File: src/cmp_ctrl_pkg.sv
`default_nettype none

package cmp_ctrl_pkg;

  // ------------------------------------------------------------------
  // Register bus geometry
  // ------------------------------------------------------------------
  localparam int unsigned REG_ADDR_W = 4;
  localparam int unsigned REG_DATA_W = 8;

  // ------------------------------------------------------------------
  // Register offsets
  // ------------------------------------------------------------------
  localparam logic [REG_ADDR_W-1:0] AUX_CTRL_OFFSET   = 4'h0;
  localparam logic [REG_ADDR_W-1:0] LATCH_CTRL_OFFSET = 4'h1;

  // ------------------------------------------------------------------
  // comparator_aux_control fields
  // ------------------------------------------------------------------
  localparam int unsigned AUX_MIRROR_CMP1_BIT  = 7;
  localparam int unsigned AUX_MIRROR_CMP2_BIT  = 6;
  localparam int unsigned AUX_CMP1_REF_BIT     = 5;
  localparam int unsigned AUX_CMP2_REF_BIT     = 4;
  localparam int unsigned AUX_GATE_SRC_BIT     = 1;
  localparam int unsigned AUX_CMP2_SYNC_BIT    = 0;
  localparam logic [7:0]  AUX_CTRL_RESET       = 8'h02;

  // ------------------------------------------------------------------
  // latch_control fields
  // ------------------------------------------------------------------
  localparam int unsigned LATCH_ROUTE_HI_BIT   = 7;
  localparam int unsigned LATCH_ROUTE_LO_BIT   = 6;
  localparam int unsigned LATCH_SET_GATE_BIT   = 5;
  localparam int unsigned LATCH_RESET_GATE_BIT = 4;
  localparam int unsigned LATCH_SET_PULSE_BIT  = 3;
  localparam int unsigned LATCH_RST_PULSE_BIT  = 2;
  localparam int unsigned LATCH_FIXED_REF_BIT  = 0;
  localparam logic [7:0]  LATCH_CTRL_RESET     = 8'h00;

  // ------------------------------------------------------------------
  // Misc constants
  // ------------------------------------------------------------------
  localparam int unsigned SYNC_STAGES          = 2;
  localparam logic [7:0]  UNMAPPED_READ_VALUE  = 8'h00;

endpackage

`default_nettype wire

File: src/cmp_output_ctrl.sv
// Chosen here: the plain strobed port and the address map.
`timescale 1ns/10ps
`default_nettype none

module cmp_output_ctrl (
  input  wire logic                                i_core_clk,
  input  wire logic                                i_arst_n,
  // Register port
  input  wire logic [cmp_ctrl_pkg::REG_ADDR_W-1:0] i_reg_addr,
  input  wire logic [cmp_ctrl_pkg::REG_DATA_W-1:0] i_reg_wdata,
  input  wire logic                                i_reg_wr,
  input  wire logic                                i_reg_rd,
  output logic      [cmp_ctrl_pkg::REG_DATA_W-1:0] o_reg_rdata,
  // Comparator digital results and pins
  input  wire logic                                i_cmp1_result,
  input  wire logic                                i_cmp2_result,
  input  wire logic                                i_external_gate_pin,
  // Timer1 side
  input  wire logic                                i_timer_clk_prescaled,
  input  wire logic                                i_timer_on,
  input  wire logic                                i_timer_gate_enable,
  output logic                                     o_timer_gate_level,
  output logic                                     o_timer_count_enable,
  output logic                                     o_synced_cmp2_result,
  // Port pin paths
  output logic                                     o_cmp1_pin_path,
  output logic                                     o_cmp2_pin_path,
  output logic                                     o_latch_state,
  // Reference control
  output logic                                     o_cmp1_ref_select,
  output logic                                     o_cmp2_ref_select,
  output logic                                     o_ladder_divider_enable,
  output logic                                     o_fixed_ref_enable
);

  import cmp_ctrl_pkg::*;

  // ------------------------------------------------------------------
  // Helpers
  // ------------------------------------------------------------------
  function automatic logic reg_hit(
    input logic [REG_ADDR_W-1:0] addr,
    input logic [REG_ADDR_W-1:0] offset
  );
    reg_hit = (addr == offset);
  endfunction

  function automatic logic pick(
    input logic sel,
    input logic when_one,
    input logic when_zero
  );
    pick = sel ? when_one : when_zero;
  endfunction

  // ------------------------------------------------------------------
  // Declarations
  // ------------------------------------------------------------------
  logic [3:0] async_in;
  logic [3:0] synced;
  logic       cmp1_s;
  logic       cmp2_s;
  logic       gate_pin_s;
  logic       tclk_s;
  logic       tclk_prev_q;
  logic       tclk_fall;

  logic       cmp1_ref_select_q;
  logic       cmp2_ref_select_q;
  logic       timer_gate_source_select_q;
  logic       cmp2_sync_enable_q;

  logic       latch_route_hi_q;
  logic       latch_route_lo_q;
  logic       cmp1_set_gate_q;
  logic       cmp2_reset_gate_q;
  logic       fixed_ref_enable_q;
  logic       sw_set_pulse_q;
  logic       sw_reset_pulse_q;

  logic       wr_aux;
  logic       wr_latch;
  logic       cmp2_captured_q;
  logic       cmp2_gate_src;
  logic       latch_q;
  logic       latch_set;
  logic       latch_reset;
  logic       gate_level_d;
  logic       count_enable_d;
  logic [REG_DATA_W-1:0] rdata_d;

  // ------------------------------------------------------------------
  // Input synchronisation
  // ------------------------------------------------------------------
  // The prescaled timer clock is sampled as a level; its edges are slow
  // next to the core clock, so a sampled falling edge is good enough.
  assign async_in = {i_timer_clk_prescaled, i_external_gate_pin,
                     i_cmp2_result, i_cmp1_result};

  cmp_pin_sync #(
    .WIDTH (4)
  ) u_pin_sync (
    .i_core_clk (i_core_clk),
    .i_arst_n   (i_arst_n),
    .i_async    (async_in),
    .o_sync     (synced)
  );

  assign cmp1_s     = synced[0];
  assign cmp2_s     = synced[1];
  assign gate_pin_s = synced[2];
  assign tclk_s     = synced[3];

  // ------------------------------------------------------------------
  // Register write decode
  // ------------------------------------------------------------------
  always_comb begin
    wr_aux   = 1'b0;
    wr_latch = 1'b0;
    if (i_reg_wr && reg_hit(i_reg_addr, AUX_CTRL_OFFSET)) begin
      wr_aux = 1'b1;
    end else if (i_reg_wr && reg_hit(i_reg_addr, LATCH_CTRL_OFFSET)) begin
      wr_latch = 1'b1;
    end
  end

  // ------------------------------------------------------------------
  // comparator_aux_control storage
  // ------------------------------------------------------------------
  always_ff @(posedge i_core_clk or negedge i_arst_n) begin
    if (!i_arst_n) begin
      cmp1_ref_select_q          <= AUX_CTRL_RESET[AUX_CMP1_REF_BIT];
      cmp2_ref_select_q          <= AUX_CTRL_RESET[AUX_CMP2_REF_BIT];
      timer_gate_source_select_q <= AUX_CTRL_RESET[AUX_GATE_SRC_BIT];
      cmp2_sync_enable_q         <= AUX_CTRL_RESET[AUX_CMP2_SYNC_BIT];
    end else if (wr_aux) begin
      cmp1_ref_select_q          <= i_reg_wdata[AUX_CMP1_REF_BIT];
      cmp2_ref_select_q          <= i_reg_wdata[AUX_CMP2_REF_BIT];
      timer_gate_source_select_q <= i_reg_wdata[AUX_GATE_SRC_BIT];
      cmp2_sync_enable_q         <= i_reg_wdata[AUX_CMP2_SYNC_BIT];
    end
  end

  // ------------------------------------------------------------------
  // latch_control storage
  // ------------------------------------------------------------------
  always_ff @(posedge i_core_clk or negedge i_arst_n) begin
    if (!i_arst_n) begin
      latch_route_hi_q   <= LATCH_CTRL_RESET[LATCH_ROUTE_HI_BIT];
      latch_route_lo_q   <= LATCH_CTRL_RESET[LATCH_ROUTE_LO_BIT];
      cmp1_set_gate_q    <= LATCH_CTRL_RESET[LATCH_SET_GATE_BIT];
      cmp2_reset_gate_q  <= LATCH_CTRL_RESET[LATCH_RESET_GATE_BIT];
      fixed_ref_enable_q <= LATCH_CTRL_RESET[LATCH_FIXED_REF_BIT];
    end else if (wr_latch) begin
      latch_route_hi_q   <= i_reg_wdata[LATCH_ROUTE_HI_BIT];
      latch_route_lo_q   <= i_reg_wdata[LATCH_ROUTE_LO_BIT];
      cmp1_set_gate_q    <= i_reg_wdata[LATCH_SET_GATE_BIT];
      cmp2_reset_gate_q  <= i_reg_wdata[LATCH_RESET_GATE_BIT];
      fixed_ref_enable_q <= i_reg_wdata[LATCH_FIXED_REF_BIT];
    end
  end

  // ------------------------------------------------------------------
  // Software pulse generators
  // ------------------------------------------------------------------
  // Pulse flops hold only for the cycle after the write, so there is
  // nothing to clear and a zero write simply leaves them low.
  always_ff @(posedge i_core_clk or negedge i_arst_n) begin
    if (!i_arst_n) begin
      sw_set_pulse_q   <= 1'b0;
      sw_reset_pulse_q <= 1'b0;
    end else begin
      sw_set_pulse_q   <= wr_latch & i_reg_wdata[LATCH_SET_PULSE_BIT];
      sw_reset_pulse_q <= wr_latch & i_reg_wdata[LATCH_RST_PULSE_BIT];
    end
  end

  // ------------------------------------------------------------------
  // Comparator two capture on the timer clock
  // ------------------------------------------------------------------
  // The timer counts on the rising edge, so capturing on the falling
  // edge keeps the gate stable across every increment.
  assign tclk_fall = tclk_prev_q & ~tclk_s;

  always_ff @(posedge i_core_clk or negedge i_arst_n) begin
    if (!i_arst_n) begin
      tclk_prev_q <= 1'b0;
    end else begin
      tclk_prev_q <= tclk_s;
    end
  end

  always_ff @(posedge i_core_clk or negedge i_arst_n) begin
    if (!i_arst_n) begin
      cmp2_captured_q <= 1'b0;
    end else if (tclk_fall) begin
      cmp2_captured_q <= cmp2_s;
    end
  end

  assign cmp2_gate_src = pick(cmp2_sync_enable_q, cmp2_captured_q, cmp2_s);

  // ------------------------------------------------------------------
  // Timer gate selection
  // ------------------------------------------------------------------
  always_comb begin
    gate_level_d   = pick(timer_gate_source_select_q, gate_pin_s, cmp2_gate_src);
    count_enable_d = i_timer_on & (~i_timer_gate_enable | gate_level_d);
  end

  always_ff @(posedge i_core_clk or negedge i_arst_n) begin
    if (!i_arst_n) begin
      o_timer_gate_level   <= 1'b0;
      o_timer_count_enable <= 1'b0;
    end else begin
      o_timer_gate_level   <= gate_level_d;
      o_timer_count_enable <= count_enable_d;
    end
  end

  always_ff @(posedge i_core_clk or negedge i_arst_n) begin
    if (!i_arst_n) begin
      o_synced_cmp2_result <= 1'b0;
    end else begin
      o_synced_cmp2_result <= cmp2_gate_src;
    end
  end

  // ------------------------------------------------------------------
  // Set/reset latch
  // ------------------------------------------------------------------
  // Sampled every core cycle rather than built as a true async latch,
  // which costs one cycle of delay but stays timing-clean.
  assign latch_set   = (cmp1_set_gate_q & cmp1_s) | sw_set_pulse_q;
  assign latch_reset = (cmp2_reset_gate_q & cmp2_s) | sw_reset_pulse_q;

  always_ff @(posedge i_core_clk or negedge i_arst_n) begin
    if (!i_arst_n) begin
      latch_q <= 1'b0;
    end else if (latch_reset) begin
      latch_q <= 1'b0;
    end else if (latch_set) begin
      latch_q <= 1'b1;
    end
  end

  // ------------------------------------------------------------------
  // Output multiplexers toward the port logic
  // ------------------------------------------------------------------
  // No comparator enable takes part here; routing stands on its own.
  always_ff @(posedge i_core_clk or negedge i_arst_n) begin
    if (!i_arst_n) begin
      o_cmp1_pin_path <= 1'b0;
      o_cmp2_pin_path <= 1'b0;
    end else begin
      o_cmp1_pin_path <= pick(latch_route_lo_q, latch_q, cmp1_s);
      o_cmp2_pin_path <= pick(latch_route_hi_q, ~latch_q, cmp2_s);
    end
  end

  always_ff @(posedge i_core_clk or negedge i_arst_n) begin
    if (!i_arst_n) begin
      o_latch_state <= 1'b0;
    end else begin
      o_latch_state <= latch_q;
    end
  end

  // ------------------------------------------------------------------
  // Reference control outputs
  // ------------------------------------------------------------------
  always_ff @(posedge i_core_clk or negedge i_arst_n) begin
    if (!i_arst_n) begin
      o_cmp1_ref_select       <= 1'b0;
      o_cmp2_ref_select       <= 1'b0;
      o_ladder_divider_enable <= 1'b0;
      o_fixed_ref_enable      <= 1'b0;
    end else begin
      o_cmp1_ref_select       <= cmp1_ref_select_q;
      o_cmp2_ref_select       <= cmp2_ref_select_q;
      o_ladder_divider_enable <= cmp1_ref_select_q | cmp2_ref_select_q;
      o_fixed_ref_enable      <= fixed_ref_enable_q;
    end
  end

  // ------------------------------------------------------------------
  // Register read
  // ------------------------------------------------------------------
  // Mirror bits come straight from the synchronised results and have no
  // read side effect, so status polling never disturbs change detection.
  always_comb begin
    rdata_d = UNMAPPED_READ_VALUE;
    if (reg_hit(i_reg_addr, AUX_CTRL_OFFSET)) begin
      rdata_d[AUX_MIRROR_CMP1_BIT] = cmp1_s;
      rdata_d[AUX_MIRROR_CMP2_BIT] = cmp2_s;
      rdata_d[AUX_CMP1_REF_BIT]    = cmp1_ref_select_q;
      rdata_d[AUX_CMP2_REF_BIT]    = cmp2_ref_select_q;
      rdata_d[AUX_GATE_SRC_BIT]    = timer_gate_source_select_q;
      rdata_d[AUX_CMP2_SYNC_BIT]   = cmp2_sync_enable_q;
    end else if (reg_hit(i_reg_addr, LATCH_CTRL_OFFSET)) begin
      rdata_d[LATCH_ROUTE_HI_BIT]   = latch_route_hi_q;
      rdata_d[LATCH_ROUTE_LO_BIT]   = latch_route_lo_q;
      rdata_d[LATCH_SET_GATE_BIT]   = cmp1_set_gate_q;
      rdata_d[LATCH_RESET_GATE_BIT] = cmp2_reset_gate_q;
      rdata_d[LATCH_FIXED_REF_BIT]  = fixed_ref_enable_q;
    end
  end

  always_ff @(posedge i_core_clk or negedge i_arst_n) begin
    if (!i_arst_n) begin
      o_reg_rdata <= '0;
    end else if (i_reg_rd) begin
      o_reg_rdata <= rdata_d;
    end else begin
      o_reg_rdata <= '0;
    end
  end

endmodule

`default_nettype wire

File: src/cmp_pin_sync.sv
`timescale 1ns/10ps
`default_nettype none

// ------------------------------------------------------------------
// Two-flop synchroniser for asynchronous levels
// ------------------------------------------------------------------
module cmp_pin_sync #(
  parameter int unsigned WIDTH = 1
) (
  input  wire logic             i_core_clk,
  input  wire logic             i_arst_n,
  input  wire logic [WIDTH-1:0] i_async,
  output logic      [WIDTH-1:0] o_sync
);

  // First stage feeds only the second stage, to keep metastability contained
  logic [WIDTH-1:0] meta_q;

  always_ff @(posedge i_core_clk or negedge i_arst_n) begin
    if (!i_arst_n) begin
      meta_q <= '0;
      o_sync <= '0;
    end else begin
      meta_q <= i_async;
      o_sync <= meta_q;
    end
  end

endmodule

`default_nettype wire

File: config.mk
export PLATFORM = sky130hd
export DESIGN_NAME = cmp_output_ctrl
export DESIGN_NICKNAME = d
export VERILOG_FILES = /design/src/cmp_ctrl_pkg.sv /design/src/cmp_output_ctrl.sv /design/src/cmp_pin_sync.sv
export SDC_FILE = /design/constraint.sdc
export NUM_CORES = 1
export LEC_CHECK = 0
export CORE_MARGIN = 2
export CORE_UTILIZATION = 35
export DETAILED_ROUTE_END_ITERATION = 8
export DONT_BUFFER_PORTS = 1
export GPL_TIMING_DRIVEN = 0
export HOLD_SLACK_MARGIN = 0.03
export SYNTH_ARGS = -nofsm -noshare
export SYNTH_HDL_FRONTEND = slang
export SYNTH_SLANG_ARGS = --single-unit
export TNS_END_PERCENT = 30
File: constraint.sdc
create_clock -name i_core_clk -period 3.4 [get_ports i_core_clk]
set_input_delay 1.02 -clock i_core_clk [delete_from_list [all_inputs] [get_ports i_core_clk]]
set_output_delay 1.02 -clock i_core_clk [all_outputs]
set_load 0.1 [all_outputs]
======== Word-level counts from Yosys, hierarchy flattened ========
Cells that the tools add are included.
word-level totals
  bits in read-only memories .............. 0
  register bits after elaboration ......... 40
  output and inout bits ................... 18
  memories ................................ 0
  memory bits (writable) .................. 0
  latch bits .............................. 0
  logic and storage cells ................. 60
  bits of input ports ..................... 22
operators by class
  equality and inequality tests ........... 1
  div/mod/pow operators ................... 0
  bitwise gates (word level) .............. 13
  $add $sub $neg .......................... 0
  shift-type cells ........................ 0
  reduce and logical (&&, ||, !) cells .... 4
  $mul .................................... 0
  muxes and demuxes ....................... 15
  magnitude comparators ................... 0
operators with widths
  kind                  count
  $mux W1               12
  $mux W4               2
  $mux W8               1
  $and A1 B1 Y1         6
  $eq A4 B1 Y1 const B  1
  $logic_not A4 Y1      1
  $or A1 B1 Y1          4
  $not A1 Y1            3
  $logic_and A1 B1 Y1   2
  $reduce_bool A2 Y1    1

======== Logic depth before layout (Yosys ltp) ========
Gate-level depths: netlist of run 1.
  depth in word-level cells ............... 5
  gate-level depth with buffers ........... 4
  mapped depth without buffers ............ 3

======== Hierarchy ========
A second synthesis of run 1 with hierarchy kept.
second synthesis, totals
  cells, all modules ...................... 78
  area, all modules ....................... 1308.8 um^2
modules (own cells, without submodules)
  module           sequential area each (um^2)  cells each  area each (um^2)  times used
  cmp_output_ctrl  752.0                        70          1108.6            1
  cmp_pin_sync     200.2                        8           200.2             1

======== Least setup slack after synthesis of run 1 ========
OpenSTA, ideal clock, no wires.
  kind .................................... reg-to-output
  start point ............................. register o_cmp1_pin_path
  end point ............................... output port o_cmp1_pin_path
  cell stages (with the launch flop) ...... 1
  required time ........................... 2380 ps
  arrival time ............................ 883 ps
  path buffers ............................ 0
  slack ................................... 1497 ps
  path through ............................ dfrtp_1
RTL lines
  item                      line                    source
  start: declaration        cmp_output_ctrl.sv:26   output logic o_cmp1_pin_path,
  start signal: assignment  cmp_output_ctrl.sv:256  o_cmp1_pin_path <= pick(latch_route_lo_q, latch_q, cmp1_s);
No word-level cell between the ends.

======== Worst setup path in the final report of run 1 ========
  start point ............................. register o_reg_rdata[0] (netlist bit)
  end point ............................... output port o_reg_rdata[0] (netlist bit)
RTL lines
  item                      line                    source
  start: declaration        cmp_output_ctrl.sv:13   output logic [cmp_ctrl_pkg::REG_DATA_W-1:0] o_reg_rdata,
  start signal: assignment  cmp_output_ctrl.sv:313  o_reg_rdata <= rdata_d;
No word-level cell between the ends.

==> results list, run 1 <==
- The number of antenna violations at the first check in global routing is 0.
- After Yosys synthesis, and, or, nand and nor cells account for 5.73% of the synthesized area.
- Static power due to leakage: 0.000689 uW
- Dominant cell type by area after synthesis: sky130_fd_sc_hd__dfrtp_1
- After detailed routing, the number of vias per cell comes to 4.61.
- The root buffer cell chosen for the clock tree is sky130_fd_sc_hd__clkbuf_8.
- Detail Placement HPWL: 1440 um
- o_reg_rdata holds more flip-flops than any other register.
- For this design, the sink count on the clock tree is 38.
- The register with the most flip-flops in the layout has 6 of them.
* Area added between synthesis and finish: 13.2%
- The repair_antennas step left the layout with diodes totalling 0.
* Maximum clock skew at final layout: 4.57 ps
- Once layout is complete, the cells apart from fillers number 136.
- After floorplanning, the core was sized to cover 3610 um^2.
- In the final layout, the share of cells above drive strength 1 is 29.5%.
- In this run the most critical hold path is launched from u_pin_sync.meta_q[3].
- Max-cap check violation count: 0
* Die H: 64.7 um
* DRT met1 WL: 798 um
- Average wire per standard cell: 14.9 um
- DIE AREA: 4180 um^2
* TritonCTS clock tree: done
- Req. time, crit path: 2380 ps
- Detail Route met3 WL: 138 um
- Number of instances in the placed design: 128
- Of the total synthesized cell area, the portion taken by full adders, half adders and majority gates is 0%.
* Global-route wire length before repair: 3380 um
* Path type of the worst min-delay path: reg -> reg
* Total power divided by cell area: 839 nW/um^2
* Final Cycle Share: 65.5%
- Hold timing on the final database bottoms out at a slack of 351 ps.
- The critical path runs through a total of 0 cells.
- Routability congestion estimate from global placement: 0.666
- Number of gates resized after cts: 0
* Starting density of the core: 35.7%
- Final setup vio count: 0
* Min cycle time layout: 2230 ps
* Synth top area cells: sky130_fd_sc_hd__dfrtp_1, sky130_fd_sc_hd__mux2_2, sky130_fd_sc_hd__a22o_1, sky130_fd_sc_hd__mux2_4, sky130_fd_sc_hd__dfstp_2
- # port buffers: 0
- Met2 WL: 1050 um
- Maximum operating frequency: 449 MHz
- Largest net degree at the start of global routing: 39
- Number of buffers inserted by hold repair at cts: 0
- Kind of critical path: reg -> out
- The worst setup path is captured at an output pin.
* Gate count after technology mapping: 79
- Summed over its instances, the top area cell type makes up 71.9% of the synthesized netlist area.
* Worst-path clk slew: 70 ps
* Main combinational cell family by area after synthesis: multiplexers
- Highest ir drop seen on vdd: 188 uV
- Measured against the total synthesized area, the mux share comes to 12.0%.
- Synth warnings: 0
- The clock reaches the later pin of the worst-skew pair after 280 ps.
- Leaving out fill and tap cells, the most frequent cell in the layout is sky130_fd_sc_hd__dfrtp_1.
- With fillers left out, the area of the finished cells amounts to 1460 um^2.
- Number of fill cells: 325
- Placed cell area: 1350 um^2
- TritonRoute pass-1 iters: 2
- The final hold violation count was 0.
- The final route contains 627 vias.
- Setup repair after global routing left no endpoint under its margin.
- STA puts the critical path data arrival time at 1210 ps.
- Following the worst setup path forward leads to its endpoint at o_reg_rdata[0].
* Share of synthesized area occupied by flip-flops and latches: 74.0%
* Residual DRC: 0
* Setup slack of the worst register-to-register path: 2130 ps
* Crit path launch: o_reg_rdata[0]
- Once detail routing completed, the nets flagged for antenna violations numbered 0.
- The flow ran to the end, and the final reports show no timing, DRC or antenna violations.
- In the final layout, flip-flops and latches occupy 952 um^2.
* Row count: 22
* Global-route usage over all layers: 11.7%
- Worst flop-to-flop path startpoint: u_pin_sync.o_sync[1]
* Number of buffers created by CTS: 5
- For this design the top-level I/O count stands at 40.
- Global route total overflow: 0
* Number of different library cells in the post-synthesis netlist: 21
- Post-synthesis instance area: 1290 um^2
* Net count reported at finish: 109
* Setup crit start kind: flip-flop
* Worst rel slew slack: 41.4%
- Clock buffer depth: 2
- Accumulated negative setup slack: 0 ps
- Fraction of the mapped netlist area in compound gates: 5.64%
- DIE WIDTH: 64.7 um
- The number of global-route vias before repair came to 664.
- The number of setup buffers added after CTS is 0.
* Max Used Layer: met4
* Overall power after layout: 1220 uW
- For the pin with the worst max-slew slack, the measured transition is 880 ps.
- Leaving out fill and tap cells, the most frequent cells in the layout are sky130_fd_sc_hd__dfrtp_1, sky130_fd_sc_hd__mux2_2, sky130_fd_sc_hd__nor2_1, sky130_fd_sc_hd__clkbuf_8, sky130_fd_sc_hd__a22o_1.
- Slew Limit Fails: 0
- In this run, the number of DRC markers left after iteration 0 of detailed routing was 38.
- Of the total synthesized cell area, the portion taken by XOR and XNOR cells is 0%.
* Worst reg2reg path endpoint: o_timer_count_enable
* Maximum fanout along the worst path: 1
* H-tree depth: 2
- Register bit count reported by yosys: 38
- Measured in cells, the most critical reg-to-reg path has a length of 3.
* Avg Cell Area, Syn: 16.3 um^2
- Final routed wirelength across all metal layers: 2030 um
* Largest registers ranked by flip-flop count: o_reg_rdata x6, u_pin_sync.meta_q x4, u_pin_sync.o_sync x4
- In the final layout, the multi-input gates occupy 308 um^2.
==> per-stage QoR <==
stage                     setup slack (ps)  utilization [%]
after floorplan                       1500                -
after global placement                1420             37.5
after detailed placement              1410             37.5
after CTS                             1160             40.4
after global routing                  1140             40.4
final                                 1170             40.4
==> layer usage <==
metal	vias to the layer above	track usage, %
li1	282	-
met1	316	13.7
met2	25	17.2
met3	4	5.73
met4	0	7.18
met5	-	0
==> area by class of cell <==
type | count | area share, %
sequential | 38 | 65.3
tap | 48 | 4.12
inverter | 3 | 0.773
clock inverter | 1 | 2.06
multi-input combinational | 36 | 21.1
clock buffer | 7 | 5.24
buffer | 3 | 1.37
==> power by group <==
part | switching (uW) | internal (uW) | total [uW] | leakage, uW
clock | 146 | 219 | 365 | 0.0000524
sequential | 271 | 516 | 787 | 0.000467
combinational | 26.9 | 44.0 | 70.8 | 0.000170
total | 443 | 780 | 1220 | 0.000689
==> worst min path at each step <==
stage	slack, ps	end	cells past startpoint
global placement	330	u_pin_sync.o_sync[2]	0
CTS	350	u_pin_sync.o_sync[3]	0
global route	360	u_pin_sync.o_sync[0]	0
detailed placement	340	u_pin_sync.o_sync[3]	0
floorplan	330	u_pin_sync.o_sync[0]	0
finish	350	u_pin_sync.o_sync[3]	0
==> Yosys cell counts, drive strengths merged <==
library cell,count
nand4b,1
nand3,1
a22o,5
inv,3
a211oi,2
and4b,1
buf,3
a21oi,1
dfstp,1
or2,1
dfrtp,37
mux2,13
and3,1
conb,1
and2,1
o21a,1
nand2b,1
nor2,5
==> logic make-up (layout without fill, tap and decap cells) <==
kind of cell           count (synthesis)  in the layout
flip-flops                            38             38
multiplexers                          13             13
buffers and inverters                  6             14
AND/OR/NAND/NOR                       12             12
other                                  1              2
AO/OA/AOI/OAI                          9              9
No activity file was read; power rests on OpenSTA's default activity.
==> inputs of run 2 (changes only) <==
clock period = 1.9 ns   (was 3.4 ns; I/O delays follow)
==> results list, run 2 (same netlist as run 1, synthesis figures left out) <==
- Before antenna repair, the detailed router went through 4 iterations.
- The number of clock buffers added by TritonCTS is 5.
- The smallest clock period supported by the final layout is computed as 1780 ps.
- Maximum operating frequency: 563 MHz
- TritonCTS built the clock tree.
- Entering global routing, the biggest net connects 38 pins.
- After the first detailed-routing iteration, the DRC count stood at 38.
* Worst flop-to-flop path startpoint: u_pin_sync.o_sync[1]
- In the layout the commonest cells are sky130_fd_sc_hd__dfrtp_1, sky130_fd_sc_hd__mux2_2, sky130_fd_sc_hd__nor2_1, sky130_fd_sc_hd__clkbuf_8, sky130_fd_sc_hd__a22o_1.
- By startpoint and endpoint, the worst setup path is classified as reg -> out.
* Sort of element at the end of the critical path: output pin
- Of the available clock period, the critical path in the final layout requires 93.5%.
- The clock drives 38 sinks.
* Logic pwr share: 6.6%
* Row count: 22
- STA puts the critical path data required time at 1330 ps.
- Max-cap check violation count: 0
- The clock network accounts for 29.6% of the total power.
- In this run the deepest clock path goes through 2 buffers.
* Detail Placement HPWL: 1440 um
* DIE AREA: 4180 um^2
- Global-route usage over all layers: 11.9%
- Path type of the worst min-delay path: in -> async
* DIE WIDTH: 64.7 um
- The congestion estimate from routability-driven global placement came to 0.666.
- Final setup vio count: 0
* Number of instances in the placed design: 128
- Summing all flip-flop and latch instances after layout gives 952 um^2.
- Number of gates resized after cts: 0
- Average wire per standard cell: 15.5 um
* Share of power burned in registers: 63.8%
- Fraction of layout instances using a drive strength above 1: 30.3%
- For the final routed database, the setup TNS stands at 0 ps.
* Starting density of the core: 35.7%
- The die is 64.7 um tall.
- o_reg_rdata holds more flip-flops than any other register.
* Global-route wire length before repair: 3440 um
- Unrepaired setup endpoints after global routing: no
* Vias in the first global route: 671
- For this design the total switching power over the nets is 809 uW.
- Summed over all cells, the static leakage comes to 0.000699 uW.
- The H-tree generated during clock tree synthesis spans 2 levels.
- Core footprint: 3610 um^2
- On the final layout, the worst clock skew is 4.85 ps.
* Max reg flops: 6
- The worst path meets setup with 124 ps of slack.
- Highest ir drop seen on vdd: 339 uV
- Total power divided by cell area: 1490 nW/um^2
- The largest registers in the layout are o_reg_rdata x6, u_pin_sync.meta_q x4, u_pin_sync.o_sync x4.
- Setup slack of the worst register-to-register path: 630 ps
* Slew Limit Fails: 0
* Setup crit start kind: flip-flop
* Drt via density: 4.58
* Final routed wirelength across all metal layers: 2120 um
* Worst-Skew Late Latency: 280 ps
- Worst rel slew slack: 41.4%
- Input and output buffers added on the ports amount to 0.
- Summing over every cut layer, the via total after detailed routing is 627.
- Clock root cell: sky130_fd_sc_hd__clkbuf_8
- Result of the run: completed
- The number of antenna diodes in the final layout is 0.
- The area growth from synthesis to layout is 14.8%.
* DRT antenna net count: 0
* IO Count: 40
* Worst reg2reg path endpoint: o_timer_count_enable
- Net count reported at finish: 110
- Finished Core Util: 41.0%
- Maximum fanout along the worst path: 1
* Most common cell after layout, fill and taps aside: sky130_fd_sc_hd__dfrtp_1
- At the pin with the least slew margin, the transition time is 880 ps.
* Multi-input combinational cell area: 308 um^2
- Sw Share: 36.6%
* Non-filler instance count after layout: 137
* Critical path data arrival time: 1210 ps
- Depth of the most critical reg-to-reg path: 3
- Internal power comes to 1400 uW.
- Before CTS, the worst setup slack after placement is 356 ps.
* Number of fill cells: 323
* Fin. Hold Viols: 0
- Residual DRC: 0
- For this run the aggregate overflow at the end of global routing stands at 0.
- The number of antenna violations at the first check in global routing came to 0.
* Worst-path clk slew: 70 ps
==> run 2: worst max-delay path by stage <==
stage	startpoint	endpoint	slack [ps]	cells after the start
finish	o_reg_rdata[0]	o_reg_rdata[0]	120	0
global route	o_reg_rdata[4]	o_reg_rdata[4]	90	0
CTS	o_reg_rdata[0]	o_reg_rdata[0]	110	0
detailed placement	i_reg_addr[3]	fixed_ref_enable_q	360	3
global placement	i_reg_addr[3]	cmp2_reset_gate_q	370	3
floorplan	o_cmp1_pin_path	o_cmp1_pin_path	450	0
==> run 2: cell type report <==
class / count / share of cell area [%]
plain buffers: 3 / 1.35
flip-flops and latches: 38 / 64.4
clock buffers: 7 / 5.17
clock inverters: 1 / 2.03
repair buffers: 1 / 1.35
multi-input cells: 36 / 20.8
inverters: 3 / 0.762
well taps: 48 / 4.06
==> run 2: power by group through the flow <==
stage                     logic [uW]  registers [uW]  clock network, uW
after floorplan                  118            1400                  0
after global placement           124            1420                  0
after detailed placement         129            1430                  0
after CTS                        149            1410                675
after global routing             162            1420                719
final                            146            1410                653
==> run 2: routing by layer <==
| layer | global-route usage [%] | part of all wire [%] | up-vias |
|---|---|---|---|
| met1 | 14.0 | 41 | 318 |
| met5 | 0 | 0 | - |
| met3 | 5.73 | 6.6 | 2 |
| met4 | 7.18 | 1.4 | 0 |
| met2 | 17.7 | 51 | 25 |
| li1 | - | - | 282 |
==> run 2: through the flow <==
stage	hold WS [ps]	area (um^2)	power (uW)
finish	117	1480	2210
global route	90.0	1480	2300
CTS	110	1480	2230
detailed placement	275	1350	1560
global placement	275	1350	1540
floorplan	274	1290	1520
==> run 2: what timing repair did <==
| action | 4_1_cts | 5_1_grt |
|---|---|---|
| hold endpoints to repair | 37 | 0 |
| setup buffers | 0 | 0 |
| hold buffers | 1 | 0 |
| endpoints found under the setup margin | 0 | 0 |
==> inputs of run 3 (changes only) <==
ABC_AREA = 1   (was not set)
==> results list, run 3 <==
* Worst Tran Pin Value: 879 ps
- Counting cells, the worst reg-to-reg path comes to 4.
- Result of the run: completed
* H-tree depth: 2
- Detail Placement HPWL: 1710 um
* Accumulated negative setup slack: 0 ps
* Most common cell after layout, fill and taps aside: sky130_fd_sc_hd__dfrtp_1
- Commonest cells after routing, fill and taps aside: sky130_fd_sc_hd__dfrtp_1, sky130_fd_sc_hd__nand2_1, sky130_fd_sc_hd__inv_1
- Sort of element at the end of the critical path: output pin
- The worst register-to-register path begins at timer_gate_source_select_q.
* Global-route wire length before repair: 3880 um
* Drt via density: 4.50
- From bottom edge to top edge, the die measures 66.8 um.
- The tool flagged a number of max-cap violations equal to 0.
* Slew Limit Fails: 0
- TritonCTS created 5 clock buffers.
* Area added between synthesis and finish: 11.8%
- In this run the remaining antenna-violating nets after routing total 0.
- Dividing total power by cell area gives a power density of 1340 nW/um^2.
* Avg Cell Area, Syn: 11.2 um^2
- For this run, the register share of the synthesized area comes to 69.0%.
- IO Count: 40
- Data on the critical path is required at its endpoint by 1330 ps.
- Synthesis handed over a netlist of 123 instances.
- In this run, the number of DRC markers left after iteration 0 of detailed routing was 44.
- Synthesis inferred 38 register bits.
* DIE AREA: 4460 um^2
- Number of gates resized after cts: 0
- Maximum clock skew at final layout: 4.55 ps
* Synth top area cells: sky130_fd_sc_hd__dfrtp_1, sky130_fd_sc_hd__nand2_1, sky130_fd_sc_hd__inv_1, sky130_fd_sc_hd__o21ai_2, sky130_fd_sc_hd__dfstp_2
* Maximum fanout along the worst path: 1
* Number of vias after detailed routing: 810
* Crit path launch: o_cmp1_pin_path
- In this run the tightest slew margin relative to its limit is 41.4%.
- Wire segments on met2 add up to 1170 um in the final route.
- Dominant register cell in the synthesized netlist: sky130_fd_sc_hd__dfrtp_1
- Largest net degree at the start of global routing: 38
- The final hold violation count is 0.
* Global-route usage over all layers: 12.4%
- Number of different library cells in the post-synthesis netlist: 22
- The initial utilization of the core area, before any placement, comes to 37.1%.
* TritonCTS clock tree: done
- The number of hold buffers added after CTS was 1.
- Critical path data arrival time: 1210 ps
* Final Cycle Share: 93.6%
- The number of global-route vias before repair was 876.
- Number of diodes added for antenna fixing: 0
* Path type of the worst min-delay path: in -> async
* Worst slack at placement: 420 ps
- Fraction of layout instances using a drive strength above 1: 18.9%
* Average wire per standard cell: 13.0 um
- Row count: 22
* Setup crit start kind: flip-flop
* Residual DRC: 0
* Final setup vio count: 0
* Detail Route met3 WL: 205 um
* Largest registers ranked by flip-flop count: o_reg_rdata x6, u_pin_sync.meta_q x4, u_pin_sync.o_sync x4
- After clock tree synthesis, the clock-pin slew on the worst setup and hold paths is 70 ps.
- The clock net in this run drives a total of 38 sinks.
- The root buffer cell chosen for the clock tree is sky130_fd_sc_hd__clkbuf_8.
* Fraction of registers with async set or reset after synthesis: 100%
* Clock buffer depth: 2
* Area share of the leading cell type in the synthesized netlist: 67.1%
- For the worst-skew pair, the clock arrives at the later sink with an insertion delay of 280 ps.
- Summing every instance area after synthesis gives 1380 um^2.
- The synthesized design spends more area on one cell type than any other, namely sky130_fd_sc_hd__dfrtp_1.
* Post-Route Hold Slack: 113 ps
- Net count reported at finish: 154
- Number of enable-type register cells in the synthesized netlist: 0
- The worst path in the final design needs a cycle of 1780 ps, including I/O delays and setup.
- The congestion estimate from routability-driven global placement came to 0.699.
- Core footprint: 3720 um^2
- Synth warnings: 0
- Final critical-path setup slack: 122 ps
- Kind of critical path: reg -> out
- TritonRoute pass-1 iters: 4
* Most flop-heavy register: o_reg_rdata
- Worst reg2reg path endpoint: o_timer_count_enable
- In the post-synthesis netlist, the cell with the most instances is sky130_fd_sc_hd__dfrtp_1.
- Maximum operating frequency: 562 MHz
- The final layout contains routed wiring with a total length of 2350 um.
- Global route total overflow: 0
- During placement, the flow inserted port buffers numbering 0.
* Highest ir drop seen on vdd: 563 uV
- DRT met1 WL: 941 um
- In this run the top signal layer used is met4.
- The critical path crosses 0 cells after its start point.
* Post-CTS setup repair buffer count: 0
* DIE WIDTH: 66.8 um
* Static power due to leakage: 0.000788 uW
* Unrepaired setup endpoints after global routing: no
* Ranking of synthesized cells by instance count: sky130_fd_sc_hd__dfrtp_1, sky130_fd_sc_hd__nand2_1, sky130_fd_sc_hd__inv_1
- Number of antenna violations at the first check in global routing: 0
- The register with the most flip-flops in the layout has 6 of them.
- Setup slack of the worst register-to-register path: 790 ps
==> run 3: logic make-up after synthesis <==
| kind of cell | synth area share, % |
|---|---|
| buffers and inverters | 7.07 |
| AO/OA/AOI/OAI | 7.80 |
| AND/OR/NAND/NOR | 15.9 |
| flip-flops | 69.0 |
| other | 0.272 |
==> run 3: worst max-delay path by stage <==
stage / slack [ps] / endpoint
2_1_floorplan: 450 / o_cmp1_pin_path
3_3_place_gp: 420 / o_cmp1_pin_path
3_5_place_dp: 420 / o_cmp1_pin_path
4_1_cts: 100 / o_cmp1_pin_path
5_1_grt: 80 / o_cmp1_pin_path
6_report: 120 / o_cmp1_pin_path
==> run 3: per-layer routing <==
metal	track usage (%)	vias up
li1	-	387
met5	0	-
met4	5.36	0
met3	7.26	4
met1	13.4	392
met2	19.6	27
==> run 3: area by class of cell <==
| cell class | instances | area, um^2 |
|---|---|---|
| fillers | 382 | 2170 |
| flip-flops and latches | 38 | 952 |
| multi-input cells | 64 | 334 |
| inverters | 19 | 71.3 |
| clock buffers | 5 | 68.8 |
| well taps | 48 | 60.1 |
| plain buffers | 3 | 26.3 |
| repair buffers | 1 | 20.0 |
| clock inverters | 2 | 10.0 |
==> run 3: report_power, final <==
part           internal, uW  total, uW  switching [uW]
registers               921       1390             472
clock network           246        500             254
logic                  58.4        168             109
==> run 3: metrics by stage <==
| stage | area, um^2 | power, uW | util, % | cells |
|---|---|---|---|---|
| after floorplan | 1380 | 1520 | - | 124 |
| after global placement | 1440 | 1550 | 38.9 | 172 |
| after detailed placement | 1440 | 1560 | 38.9 | 172 |
| after CTS | 1540 | 2090 | 41.5 | 180 |
| after global routing | 1540 | 2160 | 41.5 | 180 |
| final | 1540 | 2060 | 41.5 | 180 |
